File: src/rtl/cir_pkg.sv
package cir_pkg;

  // Type fixed for the nonmaskable request
  localparam logic [7:0] CIR_NMI_VEC = 8'h02;
  // Synchroniser depth for asynchronous request pins
  localparam int unsigned CIR_SYNC_STAGES = 2;

  // Sources that come from the execution unit at an instruction end
  typedef struct packed {
    logic       exc;      // Processor exception pending
    logic [7:0] exc_vec;  // Its type
    logic       step;     // Single step trap pending
    logic       cso;      // Coprocessor segment overrun pulse
    logic       swi;      // Software interrupt instruction
    logic [7:0] swi_vec;  // Its type
  } cir_req_t;

  // Entry request handed to the execution unit
  typedef struct packed {
    logic [7:0] vec;       // Handler type
    logic       saved_ie;  // Flag value to push with the flags
  } cir_entry_t;

  typedef enum logic [3:0] {
    CIR_ST_IDLE  = 4'h1,
    CIR_ST_ENTRY = 4'h2,
    CIR_ST_VF1   = 4'h4,
    CIR_ST_VF2   = 4'h8
  } cir_state_t;

endpackage

File: src/rtl/cir_sync.sv
`timescale 1ns/100ps
module cir_sync #(
  parameter int unsigned STAGES = 2
) (
  input  wire logic clk,
  input  wire logic srst,
  input  wire logic din,
  output logic      dout
);
  logic [STAGES-1:0] chain_q;
  logic [STAGES-1:0] chain_d;

  always_comb begin
    chain_d = {chain_q[STAGES-2:0], din};
  end

  always_ff @(posedge clk) begin
    if (srst) begin
      chain_q <= '0;
    end else begin
      chain_q <= chain_d;
    end
  end

  assign dout = chain_q[STAGES-1];
endmodule // cir_sync

File: src/rtl/cir_recog.sv
`timescale 1ns/100ps
// What this block does
// - Fixed order: exception, step, NMI, overrun, maskable, software.
// - New interrupts are taken inside a running handler, LIFO nesting.
// - Pending requests get entry before the handler's first instruction.
// - Real mode: any entry clears the enable flag until return or set.
// - Protected mode: gate attribute decides whether entry clears flag.
// - Entry hands the handler type and the pre-entry flag value to the execution unit.
// - NMI latched on rising edge; nothing can disable it.
// - NMI vectors to type 2 internally, with no vector fetch.
// - Pending NMI recognised at an instruction boundary or at the end of an entry.
// - After a stack segment load, recognition skips that boundary and the next.
// - Active NMI handler blocks NMI and overrun until return or reset.
// - Second NMI during handler is kept and served after return.
// - Software may set the flag; return restores the pre-entry value.
// - Maskable request input is a sampled, possibly asynchronous level.
// - Flag set and request high: acknowledge at next boundary.
// - Two back-to-back vector fetches; second returns a type byte.
// - After the second fetch, control goes to the read type.
// - Bus hold is not granted during the vector fetch pair.
// - Bus lock is asserted during the first vector fetch.
module cir_recog #(
  parameter logic [7:0] STEP_VEC = 8'h01,
  parameter logic [7:0] CSO_VEC  = 8'h09
) (
  input  wire logic           clk,
  input  wire logic           srst,
  input  wire logic           nmi_pin,
  input  wire logic           maskable_request,
  input  wire logic           instr_end,
  input  wire logic           ss_load,
  input  wire cir_pkg::cir_req_t req,
  input  wire logic           return_from_interrupt,
  input  wire logic           return_from_interrupt_ie,
  input  wire logic           ie_set,
  input  wire logic           ie_clr,
  input  wire logic           prot_mode,
  input  wire logic           gate_keeps_ie,
  input  wire logic           entry_done,
  input  wire logic           vfc_ack,
  input  wire logic [7:0]     vfc_data,
  input  wire logic           bus_hold_request,
  output logic                exec_hold_q,
  output logic                entry_go_q,
  output cir_pkg::cir_entry_t entry_q,
  output logic                vfc_req_q,
  output logic                vfc_first_q,
  output logic                bus_lock_q,
  output logic                hold_gnt_q,
  output logic                ie_q,
  output logic                nmi_active_q
);
  import cir_pkg::*;

  ////////////////////////////////////////////////////////////////////////
  // Request pin synchronisers

  logic nmi_s;
  logic mreq_s;

  cir_sync #(.STAGES(CIR_SYNC_STAGES)) u_sync_nmi (
    .clk  (clk),
    .srst (srst),
    .din  (nmi_pin),
    .dout (nmi_s)
  );

  cir_sync #(.STAGES(CIR_SYNC_STAGES)) u_sync_mreq (
    .clk  (clk),
    .srst (srst),
    .din  (maskable_request),
    .dout (mreq_s)
  );

  ////////////////////////////////////////////////////////////////////////
  // Pending sources and selection

  cir_state_t state_q;
  cir_state_t state_d;
  logic       nmi_prev_q;
  logic       nmi_pend_q;
  logic       nmi_pend_d;
  logic       cso_pend_q;
  logic       cso_pend_d;
  logic       shadow_q;
  logic       shadow_d;
  logic       nmi_edge;
  logic       eval;
  logic       take_exc;
  logic       take_step;
  logic       take_nmi;
  logic       take_cso;
  logic       take_mask;
  logic       take_swi;
  logic       go_entry;
  logic [7:0] vec_sel;

  always_comb begin
    nmi_edge  = nmi_s & ~nmi_prev_q;
    // Boundary, or end of an entry with others still pending
    eval = ((state_q == CIR_ST_IDLE) && instr_end && !ss_load
            && !shadow_q)
        || ((state_q == CIR_ST_ENTRY) && entry_done);
    take_exc  = 1'b0;
    take_step = 1'b0;
    take_nmi  = 1'b0;
    take_cso  = 1'b0;
    take_mask = 1'b0;
    take_swi  = 1'b0;
    if (eval) begin
      if (req.exc) begin
        take_exc = 1'b1;
      end else if (req.step) begin
        take_step = 1'b1;
      end else if (nmi_pend_q && !nmi_active_q) begin
        take_nmi = 1'b1;
      end else if (cso_pend_q && !nmi_active_q) begin
        take_cso = 1'b1;
      end else if (mreq_s && ie_q) begin
        take_mask = 1'b1;
      end else if (req.swi) begin
        take_swi = 1'b1;
      end
    end
    go_entry = take_exc | take_step | take_nmi | take_cso | take_swi
             | ((state_q == CIR_ST_VF2) && vfc_ack);
    vec_sel = vfc_data;
    if (take_exc) begin
      vec_sel = req.exc_vec;
    end else if (take_step) begin
      vec_sel = STEP_VEC;
    end else if (take_nmi) begin
      vec_sel = CIR_NMI_VEC;
    end else if (take_cso) begin
      vec_sel = CSO_VEC;
    end else if (take_swi) begin
      vec_sel = req.swi_vec;
    end
    // New edge in the taking cycle stays pending
    nmi_pend_d = nmi_edge | (nmi_pend_q & ~take_nmi);
    cso_pend_d = req.cso | (cso_pend_q & ~take_cso);
    shadow_d   = instr_end ? ss_load : shadow_q;
  end

  ////////////////////////////////////////////////////////////////////////
  // Sequencer and outputs

  logic       nmi_active_d;
  logic       ie_d;
  cir_entry_t entry_d;
  logic       ent_nmi_q;

  always_comb begin
    state_d = state_q;
    if (go_entry) begin
      state_d = CIR_ST_ENTRY;
    end else if (take_mask) begin
      state_d = CIR_ST_VF1;
    end else if ((state_q == CIR_ST_VF1) && vfc_ack) begin
      state_d = CIR_ST_VF2;
    end else if ((state_q == CIR_ST_ENTRY) && entry_done) begin
      state_d = CIR_ST_IDLE;
    end
    ie_d = ie_q;
    if (go_entry) begin
      ie_d = prot_mode ? (ie_q & gate_keeps_ie) : 1'b0;
    end else if (return_from_interrupt) begin
      ie_d = return_from_interrupt_ie;
    end else if (ie_set) begin
      ie_d = 1'b1;
    end else if (ie_clr) begin
      ie_d = 1'b0;
    end
    nmi_active_d = nmi_active_q;
    if (take_nmi) begin
      nmi_active_d = 1'b1;
    end else if (return_from_interrupt) begin
      nmi_active_d = 1'b0;
    end
    entry_d = entry_q;
    if (go_entry) begin
      entry_d = '{vec: vec_sel, saved_ie: ie_q};
    end
  end

  always_ff @(posedge clk) begin
    if (srst) begin
      state_q      <= CIR_ST_IDLE;
      nmi_prev_q   <= 1'b0;
      nmi_pend_q   <= 1'b0;
      cso_pend_q   <= 1'b0;
      shadow_q     <= 1'b0;
      nmi_active_q <= 1'b0;
      ie_q         <= 1'b0;
      entry_q      <= '0;
      ent_nmi_q    <= 1'b0;
      entry_go_q   <= 1'b0;
      exec_hold_q  <= 1'b0;
      vfc_req_q    <= 1'b0;
      vfc_first_q  <= 1'b0;
      bus_lock_q   <= 1'b0;
      hold_gnt_q   <= 1'b0;
    end else begin
      state_q      <= state_d;
      nmi_prev_q   <= nmi_s;
      nmi_pend_q   <= nmi_pend_d;
      cso_pend_q   <= cso_pend_d;
      shadow_q     <= shadow_d;
      nmi_active_q <= nmi_active_d;
      ie_q         <= ie_d;
      entry_q      <= entry_d;
      ent_nmi_q    <= take_nmi;
      entry_go_q   <= go_entry;
      exec_hold_q  <= (state_d != CIR_ST_IDLE);
      vfc_req_q    <= (state_d == CIR_ST_VF1) || (state_d == CIR_ST_VF2);
      vfc_first_q  <= (state_d == CIR_ST_VF1);
      bus_lock_q   <= (state_d == CIR_ST_VF1);
      hold_gnt_q   <= bus_hold_request && (state_d != CIR_ST_VF1)
                      && (state_d != CIR_ST_VF2);
    end
  end
endmodule // cir_recog

File: config.mk
export PLATFORM = sky130hd
export DESIGN_NAME = cir_recog
export DESIGN_NICKNAME = d
export VERILOG_FILES = /design/src/rtl/cir_pkg.sv /design/src/rtl/cir_sync.sv /design/src/rtl/cir_recog.sv
export SDC_FILE = /design/constraint.sdc
export NUM_CORES = 1
export LEC_CHECK = 0
export ABC_AREA = 1
export BUFFER_PORTS_ARGS = -buffer_cell sky130_fd_sc_hd__buf_4
export CAP_MARGIN = 20
export CORE_MARGIN = 3
export CORE_UTILIZATION = 30
export CTS_BUF_LIST = sky130_fd_sc_hd__clkbuf_4 sky130_fd_sc_hd__clkbuf_8
export DETAILED_ROUTE_END_ITERATION = 7
export PLACE_DENSITY_LB_ADDON = 0.08
export SETUP_SLACK_MARGIN = 0.02
export SKIP_CTS_REPAIR_TIMING = 1
export SYNTH_ARGS = -nofsm -noshare
export SYNTH_HDL_FRONTEND = slang
export SYNTH_SLANG_ARGS = --single-unit
File: constraint.sdc
create_clock -name clk -period 1.9 [get_ports clk]
set_clock_uncertainty 0.15 [all_clocks]
set_input_delay 0.38 -clock clk [delete_from_list [all_inputs] [get_ports clk]]
set_output_delay 0.38 -clock clk [all_outputs]
set_load 0.01 [all_outputs]
Word-level counts from Yosys, hierarchy flattened
Cells that the tools add are included.
Word-level totals
  flip-flop bits (word level): 28
  latch bits: 0
  bits in writable memories: 0
  bits in read-only memories: 0
  input bits: 43
  output and inout bits: 17
  word-level logic and storage cells: 100
  memories: 0
Operators by class
  add/sub/neg operators: 0
  multiply operators: 0
  div/mod/pow operators: 0
  order comparisons: 0
  equality and inequality tests: 9
  shifts and indexed selects: 0
  muxes and demuxes: 43
  bitwise logic cells: 14
  reductions and logical operators: 18
Operators with widths (number)
  $mux 8: 5
  $mux 1: 34
  $mux 4: 4
  $logic_and 1x1->1: 11
  $eq 4x3->1 const B: 2
  $eq 4x4->1 const B: 2
  $or 1x1->1: 7
  $and 1x1->1: 4
  $eq 4x1->1 const B: 1
  $eq 4x2->1 const B: 1
  $ne 4x1->1 const B: 1
  $ne 4x3->1 const B: 1
  $ne 4x4->1 const B: 1
  $reduce_bool 4->1: 1
  $logic_not 1->1: 3
  $not 1->1: 3
  $logic_or 1x1->1: 2
  $reduce_bool 2->1: 1

Longest topological paths before layout
Gate-level depths: netlist of the first run.
  depth after elaboration: 15
  depth in mapped cells: 12
  mapped depth without buffers: 12

Hierarchy
A second synthesis of the first run with hierarchy kept.
Second synthesis, totals
  cell total of the unflattened synthesis: 205
  area total of the unflattened synthesis: 1515.2 µm²
Modules (own cells, without submodules)
  cir_recog: times used 1, cells each 193, area each 1405.1 µm²
  cir_sync: times used 2, cells each 6, area each 55.1 µm²

Least setup slack after synthesis of the first run
No wires, ideal clock.
  path type: input port to flip-flop
  start point: in req[19] in the netlist's numbering
  end point: reg entry_q[3] in the netlist's numbering
  setup time: 0.122 ns
  arrival time: 1.307 ns
  slack: 0.321 ns
  stages on the path: 8
  path through: buf_6 > nor2_8 > nand3_4 > nor2_1 > nand2_2 > or2_0 > o211ai_1 > a21oi_1
Between the ends
  word-level cells in the longest chain between the ends: 7
RTL lines
  from (decl): RTL line cir_recog.sv:32  | input wire cir_pkg::cir_req_t req,
  $mux 1: RTL line cir_recog.sv:111  | if (req.exc) begin
  $mux 1: RTL line cir_recog.sv:110  | if (eval) begin
  $mux 8 or $or 1x1->1 (tied branches): RTL line cir_recog.sv:136, cir_recog.sv:125
  $mux 8 or $or 1x1->1 (tied branches): RTL line cir_recog.sv:134, cir_recog.sv:125
  $mux 8 or $or 1x1->1 (tied branches): RTL line cir_recog.sv:132, cir_recog.sv:125
  $mux 8 or $or 1x1->1 (tied branches): RTL line cir_recog.sv:130, cir_recog.sv:125
  $mux 8 or $or 1x1->1 (tied branches): RTL line cir_recog.sv:128, cir_recog.sv:126
  to (signal assigned): RTL line cir_recog.sv:211  | entry_q <= entry_d;
  to (decl): RTL line cir_recog.sv:45  | output cir_pkg::cir_entry_t entry_q,
Parallel ways exist; a longest one is shown, timed or not.
A chain may end at the register's enable or synchronous reset.

Worst setup path in the final report of the first run
  start point: reg nmi_active_q
  end point: reg entry_q[6] in the netlist's numbering
Between the ends
  word-level cells in the longest chain between the ends: 12
RTL lines
  from (decl): RTL line cir_recog.sv:51  | output logic nmi_active_q
  from (signal assigned): RTL line cir_recog.sv:209  | nmi_active_q <= nmi_active_d;
  $logic_not 1->1 (*): RTL line cir_recog.sv:115, cir_recog.sv:117
  $logic_and 1x1->1: RTL line cir_recog.sv:117  | end else if (cso_pend_q && !nmi_active_q) begin
  $mux 1: RTL line cir_recog.sv:117
  $mux 1: RTL line cir_recog.sv:115  | end else if (nmi_pend_q && !nmi_active_q) begin
  $mux 1: RTL line cir_recog.sv:113  | end else if (req.step) begin
  $mux 1: RTL line cir_recog.sv:111
  $mux 1: RTL line cir_recog.sv:110
  $mux 8: RTL line cir_recog.sv:136  | end else if (take_swi) begin
  $mux 8: RTL line cir_recog.sv:134  | end else if (take_cso) begin
  $mux 8: RTL line cir_recog.sv:132  | end else if (take_nmi) begin
  $mux 8: RTL line cir_recog.sv:130  | end else if (take_step) begin
  $mux 8: RTL line cir_recog.sv:128  | if (take_exc) begin
Mark *: on every way between the ends. The rest lies on a longest branch, timed or not.

==> flow_metrics.py, run 1 <==
metrics = {
    "logic_synthesis": {
        "seq_area_frac_synth": 0.395,
        "synth-xor-area-share": 0,
        "ys_top_cells_by_area": "dfxtp_1 40%, nand2_1 11%, inv_1 6.4%",
        "ys_warn_count": 0,
        "synth-adder-area-share": 0,
        "synth-simple-area-share": 0.354,
        "synth_top_family_by_area": "simple AND/OR/NAND/NOR gates",
        "synth_compound_area_frac": 0.147,
        "avgSynthCellArea_um2": 7.23,
        "synth_cells": 196,
        "ys_ff_latch": 28,
        "netlist_area_mm2": 0.00142,
        "synth_cell_type_count": 31,
        "synth.area.mux_share": 0,
        "yosys.area.top_type_share": 0.395,
        "synth_top_cell_by_area": "dfxtp_1",
        "synth_nets": 239,
    },
    "global_routing": {
        "globalRouteOverflowTotal": 0,
        "antenna_found_initial": 0,
        "grt_max_degree": 19,
        "grt_pass1_vias": 1346,
        "grt_pass1_wl_um": 6040,
        "grtUsageTotal": 0.140,
    },
    "drt": {
        "drt_first_iter_violations": 46,
        "drt_wl_total_um": 3660,
        "drc": 0,
        "ant_nets": 0,
        "first_pass_iters": 4,
        "vias_per_cell": 4.56,
        "wire_per_inst_um": 11.9,
        "vias": 1399,
    },
    "cells_and_area": {
        "drive_above_1_share": 0.325,
        "diodes": 0,
        "areaGrowthSynthToFinish_pct": 39.2,
        "fin_nets": 299,
    },
    "floorplan": {
        "die_y_um": 74.7,
        "die_x_um": 74.7,
        "io_pins": 60,
        "dieArea_mm2": 0.00559,
        "start_util": 0.319,
        "row_count": 24,
        "coreArea_mm2": 0.00444,
    },
    "placed_design": {
        "hpwl_um": 2890,
        "place.gp.congestion": 0.725,
        "port_buffers": 59,
    },
    "clock_tree": {
        "htree_num_levels": 1,
        "clock_path_buffers": 2,
        "tritoncts": "yes",
        "cts_root_buf": "clkbuf_8",
        "clkLatencyLatePin_ns": 0.28,
        "numCtsBuffers": 3,
        "clkSinkCount": 28,
        "clk_pin_slew_ns": 0.10,
    },
    "worst_setup_path": {
        "cp_max_fo": 9,
        "slowest_stage": "dfxtp_1",
        "worstSetupStartpointType": "flip-flop",
        "slowest_delay_ns": 0.38,
        "cp-end-kind": "flip-flop",
        "worst_path_dominant_cell_family": "simple AND/OR/NAND/NOR gates",
        "worstSetupPathType": "flip-flop to flip-flop",
        "crit_buf_inv": 1,
        "cp.required_ns": 1.92,
        "arrival_ns": 1.70,
        "cp_cell_sequence": "inv_1 -> nand2_1 -> nand3_4 -> nor2_1 -> nand2_2 -> or2_0 -> o211ai_1 -> a21oi_1",
    },
    "run": {
        "drv_cap": 0,
    },
    "sta": {
        "final_max_slew_viol_count": 0,
        "rsz0062_at_grt": "no",
        "post-route-period-util": 0.886,
        "max_freq_mhz": 594,
        "tns_ns": 0,
        "tightest_slew_ns": 0.395,
        "hold_viol_final": 0,
        "maxSlewHeadroom": 0.736,
        "holdWs_ns": 0.149,
        "min_period_ns": 1.68,
        "setup_violations": 0,
    },
    "power_and_ir_drop": {
        "irDropWorstVdd_mv": 0.445,
        "power_density_mw_per_mm2": 700,
        "leakagePower_nw": 1.02,
        "power_mw": 1.38,
    },
    "worst_hold_path": {
        "hold_path_class": "input pin to flip-flop",
    },
    "run_status": {
        "status": "finished clean",
    },
}
sequential cells by signal (all words and copies together), names as in the netlist:
| name | flops |
|---|---|
| u_sync_mreq.chain_q | 2 |
| nmi_prev_q | 1 |
| shadow_q | 1 |
| vfc_req_q | 1 |
| nmi_active_q | 1 |
| u_sync_nmi.chain_q | 2 |
| hold_gnt_q | 1 |
| bus_lock_q | 1 |
| entry_go_q | 1 |
| entry_q | 9 |
| nmi_pend_q | 1 |
| state_q | 4 |
| ie_q | 1 |
| exec_hold_q | 1 |
| cso_pend_q | 1 |
Yosys cell counts (all sizes together):
cell type,n
nand2,48
dfxtp,28
inv,27
nor2,25
a21oi,17
nand3,16
o21ai,9
buf,5
o211ai,5
or2,5
nand4,4
clkbuf,2
a31oi,1
and2,1
nand3b,1
o211a,1
o32ai,1
final cells by class:
cell class / count / area [um2]
Fill cell: 476 / 2470
Multi-Input combinational cell: 134 / 709
Sequential cell: 28 / 561
Timing Repair Buffer: 62 / 465
Inverter: 27 / 101
Tap cell: 52 / 65.1
Clock buffer: 3 / 41.3
Clock inverter: 1 / 30.0
layout by cell type, fill, tap and decap left out, drive strengths merged, types with 3 or more instances in the layout:
cell / count
a21oi: 17
buf: 62
clkbuf: 3
dfxtp: 28
inv: 27
nand2: 48
nand3: 16
nand4: 4
nor2: 25
o211ai: 5
o21ai: 9
or2: 5
worst min-delay path, stage by stage:
cell and delay [ns]:
buf_4 0.07, inv_1 0.03, nor2_1 0.06
cell families (layout without fill, tap and decap cells):
kind of cell / Yosys count / after routing
buf+inv: 34 / 93
compound gates: 34 / 34
simple gates: 100 / 100
flops: 28 / 28
metal layers:
| metal | global-route usage | up-vias | routed length [um] |
|---|---|---|---|
| met4 | 0.0296 | 0 | 22 |
| met1 | 0.182 | 615 | 1660 |
| met2 | 0.238 | 37 | 1790 |
| li1 | - | 745 | - |
| met5 | 0 | - | 0 |
| met3 | 0.0307 | 2 | 189 |
power by group:
group          total [mW]  internal [mW]  switching, mW
Sequential          0.639          0.621         0.0180
Clock               0.473          0.282          0.191
Combinational       0.269          0.136          0.133
through the flow:
stage	area, um2	worst slack (ns)	cells	util
final	1970	0.216	307	0.444
after global routing	1970	0.0251	307	0.444
after CTS	1970	0.193	307	0.444
after detailed placement	1900	0.115	303	0.428
after global placement	1900	0.131	303	0.428
after floorplan	1420	0.321	196	-
final timing paths:
kind / startpoint / to / slack [ns] / depth (start not counted)
setup reg to reg: nmi_active_q / entry_q[6] / 0.22 / 8
hold / removal: maskable_request / u_sync_mreq.chain_q[0] / 0.15 / 3
hold reg to reg: u_sync_mreq.chain_q[0] / u_sync_mreq.chain_q[1] / 0.26 / 2
setup / recovery: nmi_active_q / entry_q[6] / 0.22 / 8
(Power assumes the default switching activity.)
==> run 2, diff against run 1 <==
RECOVER_POWER = 100   (was default)
SKIP_LAST_GASP = 1   (was default)
==> run 2 against run 1 <==
Effect of this change: power shrank 1.3%; flip-flop and latch count is the same; critical path depth unchanged; via count up 0.36%; critical endpoint is now vfc_req_q; highest routed layer unchanged.
==> flow_metrics.py, run 2 (synthesis results as in run 1) <==
metrics = {
    "floorplan": {
        "io_pins": 60,
        "start_util": 0.319,
        "row_count": 24,
        "coreArea_mm2": 0.00444,
        "die_x_um": 74.7,
        "die_y_um": 74.7,
        "dieArea_mm2": 0.00559,
    },
    "worst_setup_path": {
        "slowest_delay_ns": 0.38,
        "crit_buf_inv": 1,
        "slowest_stage": "dfxtp_1",
        "crit_end": "vfc_req_q",
        "r2r_setup_slack_ns": 0.20,
        "crit_cells": 8,
        "worst_setup_path_startpoint": "nmi_active_q",
        "rr_endpoint": "vfc_req_q",
        "worst_path_dominant_cell_family": "simple AND/OR/NAND/NOR gates",
        "cp_cell_sequence": "inv_1 -> nand2_1 -> nand3_4 -> o21ai_4 -> nand3_1 -> nor2_4 -> nand2_2 -> a21oi_1",
        "worstSetupPathType": "flip-flop to flip-flop",
        "rr_startpoint": "nmi_active_q",
        "cp_max_fo": 4,
        "cp.required_ns": 1.95,
        "worstSetupStartpointType": "flip-flop",
        "worst_r2r_path_depth": 8,
        "cp-end-kind": "flip-flop",
        "arrival_ns": 1.75,
    },
    "sta": {
        "setup_violations": 0,
        "min_period_ns": 1.70,
        "post-route-period-util": 0.894,
        "hold_viol_final": 0,
        "final_max_slew_viol_count": 0,
        "maxSlewHeadroom": 0.507,
        "max_freq_mhz": 589,
        "rsz0062_at_grt": "no",
        "tightest_slew_ns": 0.740,
        "tns_ns": 0,
    },
    "drt": {
        "vias_per_cell": 4.57,
        "drc": 0,
        "vias": 1404,
        "drt_first_iter_violations": 46,
        "drt_wl_total_um": 3660,
        "ant_nets": 0,
        "first_pass_iters": 4,
        "wire_per_inst_um": 11.9,
    },
    "cells_and_area": {
        "fin_area_mm2": 0.00189,
        "largest_reg_flops": 9,
        "top_register": "entry_q",
        "final-seq-area_um2": 561,
        "reg_top3": "entry_q: 9 flops, state_q: 4 flops",
        "fin_nets": 299,
        "diodes": 0,
        "fillCellCount": 496,
        "post-route-util": 0.426,
        "final_common_cell": "buf_4",
        "multi_input_area_um2": 696,
        "areaGrowthSynthToFinish_pct": 33.5,
        "final_cell_mix": "44 x buf_4, 43 x nand2_1, 28 x dfxtp_1, 24 x inv_1, 23 x nor2_1",
        "drive_above_1_share": 0.243,
        "final_cells": 307,
    },
    "clock_tree": {
        "clock_path_buffers": 2,
        "clkSinkCount": 28,
        "numCtsBuffers": 3,
        "htree_num_levels": 1,
        "tritoncts": "yes",
        "clk_pin_slew_ns": 0.10,
        "cts_root_buf": "clkbuf_8",
        "clkLatencyLatePin_ns": 0.28,
    },
    "placed_design": {
        "place_area_mm2": 0.00190,
        "hpwl_um": 2890,
        "port_buffers": 59,
        "place.gp.congestion": 0.725,
        "dp.cells": 303,
    },
    "power_and_ir_drop": {
        "irDropWorstVdd_mv": 0.446,
        "power_mw": 1.36,
        "leakagePower_nw": 0.942,
        "power_density_mw_per_mm2": 720,
    },
    "worst_hold_path": {
        "hold_path_class": "input pin to flip-flop",
    },
    "run_status": {
        "status": "finished clean",
    },
    "global_routing": {
        "antenna_found_initial": 0,
        "globalRouteOverflowTotal": 0,
        "grt_pass1_wl_um": 6040,
        "grt_pass1_vias": 1346,
        "grt_max_degree": 19,
        "grtUsageTotal": 0.140,
    },
    "run": {
        "drv_cap": 0,
    },
}
[run 2: cell types whose count changed in the layout (fill, tap and decap cells not counted), sizes merged]
cell / before / now
clkbuf: 3 / 21
buf: 62 / 44
[run 2: how the worst min path moves through the flow]
| stage | start | to | slack [ns] | cells after the start |
|---|---|---|---|---|
| 3_5_place_dp | u_sync_nmi.chain_q[0] | u_sync_nmi.chain_q[1] | 0.25 | 2 |
| 4_1_cts | maskable_request | u_sync_mreq.chain_q[0] | 0.14 | 3 |
| 2_1_floorplan | u_sync_mreq.chain_q[0] | u_sync_mreq.chain_q[1] | 0.24 | 2 |
| 5_1_grt | maskable_request | u_sync_mreq.chain_q[0] | 0.15 | 3 |
| 3_3_place_gp | u_sync_nmi.chain_q[0] | u_sync_nmi.chain_q[1] | 0.24 | 2 |
| 6_report | maskable_request | u_sync_mreq.chain_q[0] | 0.15 | 3 |
[run 2: metal layers]
layer,up-vias,GRT usage,part of all wire
met5,-,0,0
met4,0,0.0296,0.0060
met3,2,0.0307,0.046
met2,32,0.238,0.49
met1,625,0.182,0.46
li1,745,-,-
[run 2: final cells by class]
class / instances / share of cell area
Tap cell: 52 / 0.0344
Clock buffer: 3 / 0.0218
Sequential cell: 28 / 0.296
Clock inverter: 1 / 0.0159
Multi-Input combinational cell: 134 / 0.368
Timing Repair Buffer: 62 / 0.210
Inverter: 27 / 0.0536
[run 2: where the power goes]
| group | total [mW] | internal (mW) | switching (mW) | leakage (nW) |
|---|---|---|---|---|
| sequential | 0.638 | 0.621 | 0.0175 | 0.230 |
| clock | 0.474 | 0.282 | 0.192 | 0.0357 |
| combinational | 0.250 | 0.118 | 0.132 | 0.677 |
| total | 1.36 | 1.02 | 0.342 | 0.942 |
[run 2: worst reg2reg max path: stages (launching register included)]
cell,delay (ns)
dfxtp_1,0.38
inv_1,0.07
nand2_1,0.13
nand3_4,0.12
o21ai_4,0.20
nand3_1,0.21
nor2_4,0.16
nand2_2,0.08
a21oi_1,0.13
[run 2: metrics by stage]
step | setup slack (ns) | hold WS (ns)
detailed placement | 0.115 | 0.245
global placement | 0.131 | 0.239
global route | 0.0270 | 0.153
floorplan | 0.321 | 0.238
finish | 0.202 | 0.149
CTS | 0.193 | 0.142
==> run 3, diff against run 2 <==
GPL_TIMING_DRIVEN = 0   (was default)
==> run 3 against run 2 <==
Effect of this change: design area up 0.99%; first-iteration DRC count down 13%; non-clock buffer count up 2; count of clock-buffer cells in the layout unchanged; combinational power about the same; sequential power about the same; utilization up 0.42 points; routed wire length up 0.63%; largest cell class unchanged.
==> flow_metrics.py, run 3 (synthesis results as in run 1) <==
metrics = {
    "run_status": {
        "status": "finished clean",
    },
    "cells_and_area": {
        "post-route-util": 0.430,
        "drive_above_1_share": 0.241,
        "top_register": "entry_q",
        "final-seq-area_um2": 561,
        "areaGrowthSynthToFinish_pct": 34.8,
        "final_common_cell": "nand2_1",
        "largest_reg_flops": 9,
        "multi_input_area_um2": 702,
        "reg_top3": "entry_q: 9 flops, state_q: 4 flops",
        "fillCellCount": 508,
        "diodes": 0,
        "fin_nets": 301,
        "final_cell_mix": "44 x nand2_1, 41 x buf_4, 28 x dfxtp_1, 25 x inv_1, 23 x nor2_1",
    },
    "global_routing": {
        "antenna_found_initial": 0,
        "globalRouteOverflowTotal": 0,
        "grt_max_degree": 17,
        "grt_pass1_wl_um": 5940,
        "grtUsageTotal": 0.137,
        "grt_pass1_vias": 1289,
    },
    "drt": {
        "drt_wl_total_um": 3680,
        "drc": 0,
        "wire_per_inst_um": 11.9,
        "ant_nets": 0,
        "drt_first_iter_violations": 40,
        "vias_per_cell": 4.56,
        "vias": 1409,
        "first_pass_iters": 4,
    },
    "worst_setup_path": {
        "r2r_setup_slack_ns": 0.20,
        "worstSetupStartpointType": "flip-flop",
        "rr_endpoint": "hold_gnt_q",
        "cp.required_ns": 1.93,
        "cp_max_fo": 4,
        "worstSetupPathType": "flip-flop to flip-flop",
        "cp-end-kind": "flip-flop",
        "arrival_ns": 1.74,
        "rr_startpoint": "nmi_active_q",
        "worst_r2r_path_depth": 9,
    },
    "floorplan": {
        "dieArea_mm2": 0.00559,
        "die_y_um": 74.7,
        "die_x_um": 74.7,
        "start_util": 0.319,
        "coreArea_mm2": 0.00444,
        "row_count": 24,
        "io_pins": 60,
    },
    "sta": {
        "rsz0062_at_grt": "no",
        "tns_ns": 0,
        "hold_viol_final": 0,
        "layout_setup_ws_ns": 0.195,
        "max_freq_mhz": 587,
        "min_period_ns": 1.70,
        "setup_violations": 0,
        "post-route-period-util": 0.897,
        "maxSlewHeadroom": 0.656,
        "tightest_slew_ns": 0.517,
        "final_max_slew_viol_count": 0,
    },
    "placed_design": {
        "port_buffers": 57,
        "pre_cts_ws_ns": 0.100,
        "place.gp.congestion": 0.767,
        "hpwl_um": 2890,
    },
    "clock_tree": {
        "tritoncts": "yes",
        "clkLatencyLatePin_ns": 0.28,
        "clock_path_buffers": 2,
        "clkSinkCount": 28,
        "htree_num_levels": 1,
        "clk_pin_slew_ns": 0.10,
        "numCtsBuffers": 3,
        "cts_root_buf": "clkbuf_8",
    },
    "worst_hold_path": {
        "whs_endpoint": "u_sync_nmi.chain_q[0]",
        "hold_depth": 3,
        "hp-start": "nmi_pin",
        "hold_path_class": "input pin to flip-flop",
    },
    "power_and_ir_drop": {
        "power_density_mw_per_mm2": 714,
        "power_mw": 1.36,
        "leakagePower_nw": 0.945,
        "irDropWorstVdd_mv": 0.493,
    },
    "run": {
        "drv_cap": 0,
    },
}
run 3: cell count changes in the layout (fill, tap and decap cells not counted), sizes merged:
cell,change
clkbuf,+3
buf,-1
run 3: power breakdown:
part / total (mW) / switching (mW) / internal [mW] / leakage [nW]
registers: 0.639 / 0.0180 / 0.621 / 0.230
logic: 0.253 / 0.133 / 0.120 / 0.680
clock network: 0.472 / 0.190 / 0.282 / 0.0357
total: 1.36 / 0.341 / 1.02 / 0.945
run 3: per-stage QoR:
stage,hold slack (ns),cell area [um2],std cells
finish,0.147,1910,309
global route,0.159,1910,309
CTS,0.145,1980,309
detailed placement,0.245,1910,305
global placement,0.240,1910,305
floorplan,0.238,1420,196
run 3: layer usage:
metal / vias to the layer above / GRT usage / wire, um
li1: 752 / - / -
met1: 619 / 0.178 / 1690
met2: 36 / 0.231 / 1780
met3: 2 / 0.0360 / 195
met4: 0 / 0.0237 / 15
met5: - / 0 / 0
run 3: how the worst max path moves through the flow:
stage | startpoint | to | depth (start not counted)
3_3_place_gp | ss_load | entry_q[4] | 12
5_1_grt | nmi_active_q | entry_q[4] | 10
4_1_cts | state_q[3] | entry_q[4] | 9
3_5_place_dp | ss_load | entry_q[4] | 12
6_report | nmi_active_q | hold_gnt_q | 9
2_1_floorplan | req[19] | entry_q[3] | 8
run 3: worst max-delay path: stages (launching register included):
cell	delay, ns
dfxtp_1	0.37
inv_1	0.07
nand2_1	0.13
nand3_4	0.11
o21ai_4	0.21
nand3_1	0.20
nor2_4	0.14
nand2_1	0.11
nand2_1	0.07
nor2_1	0.04
run 3: area by class of cell:
| class | count | area share |
|---|---|---|
| repair buffers | 57 | 0.191 |
| clock inverters | 1 | 0.0157 |
| flip-flops and latches | 28 | 0.293 |
| inverters | 27 | 0.0530 |
| well taps | 52 | 0.0341 |
| multi-input cells | 134 | 0.367 |
| plain buffers | 7 | 0.0242 |
| clock buffers | 3 | 0.0216 |
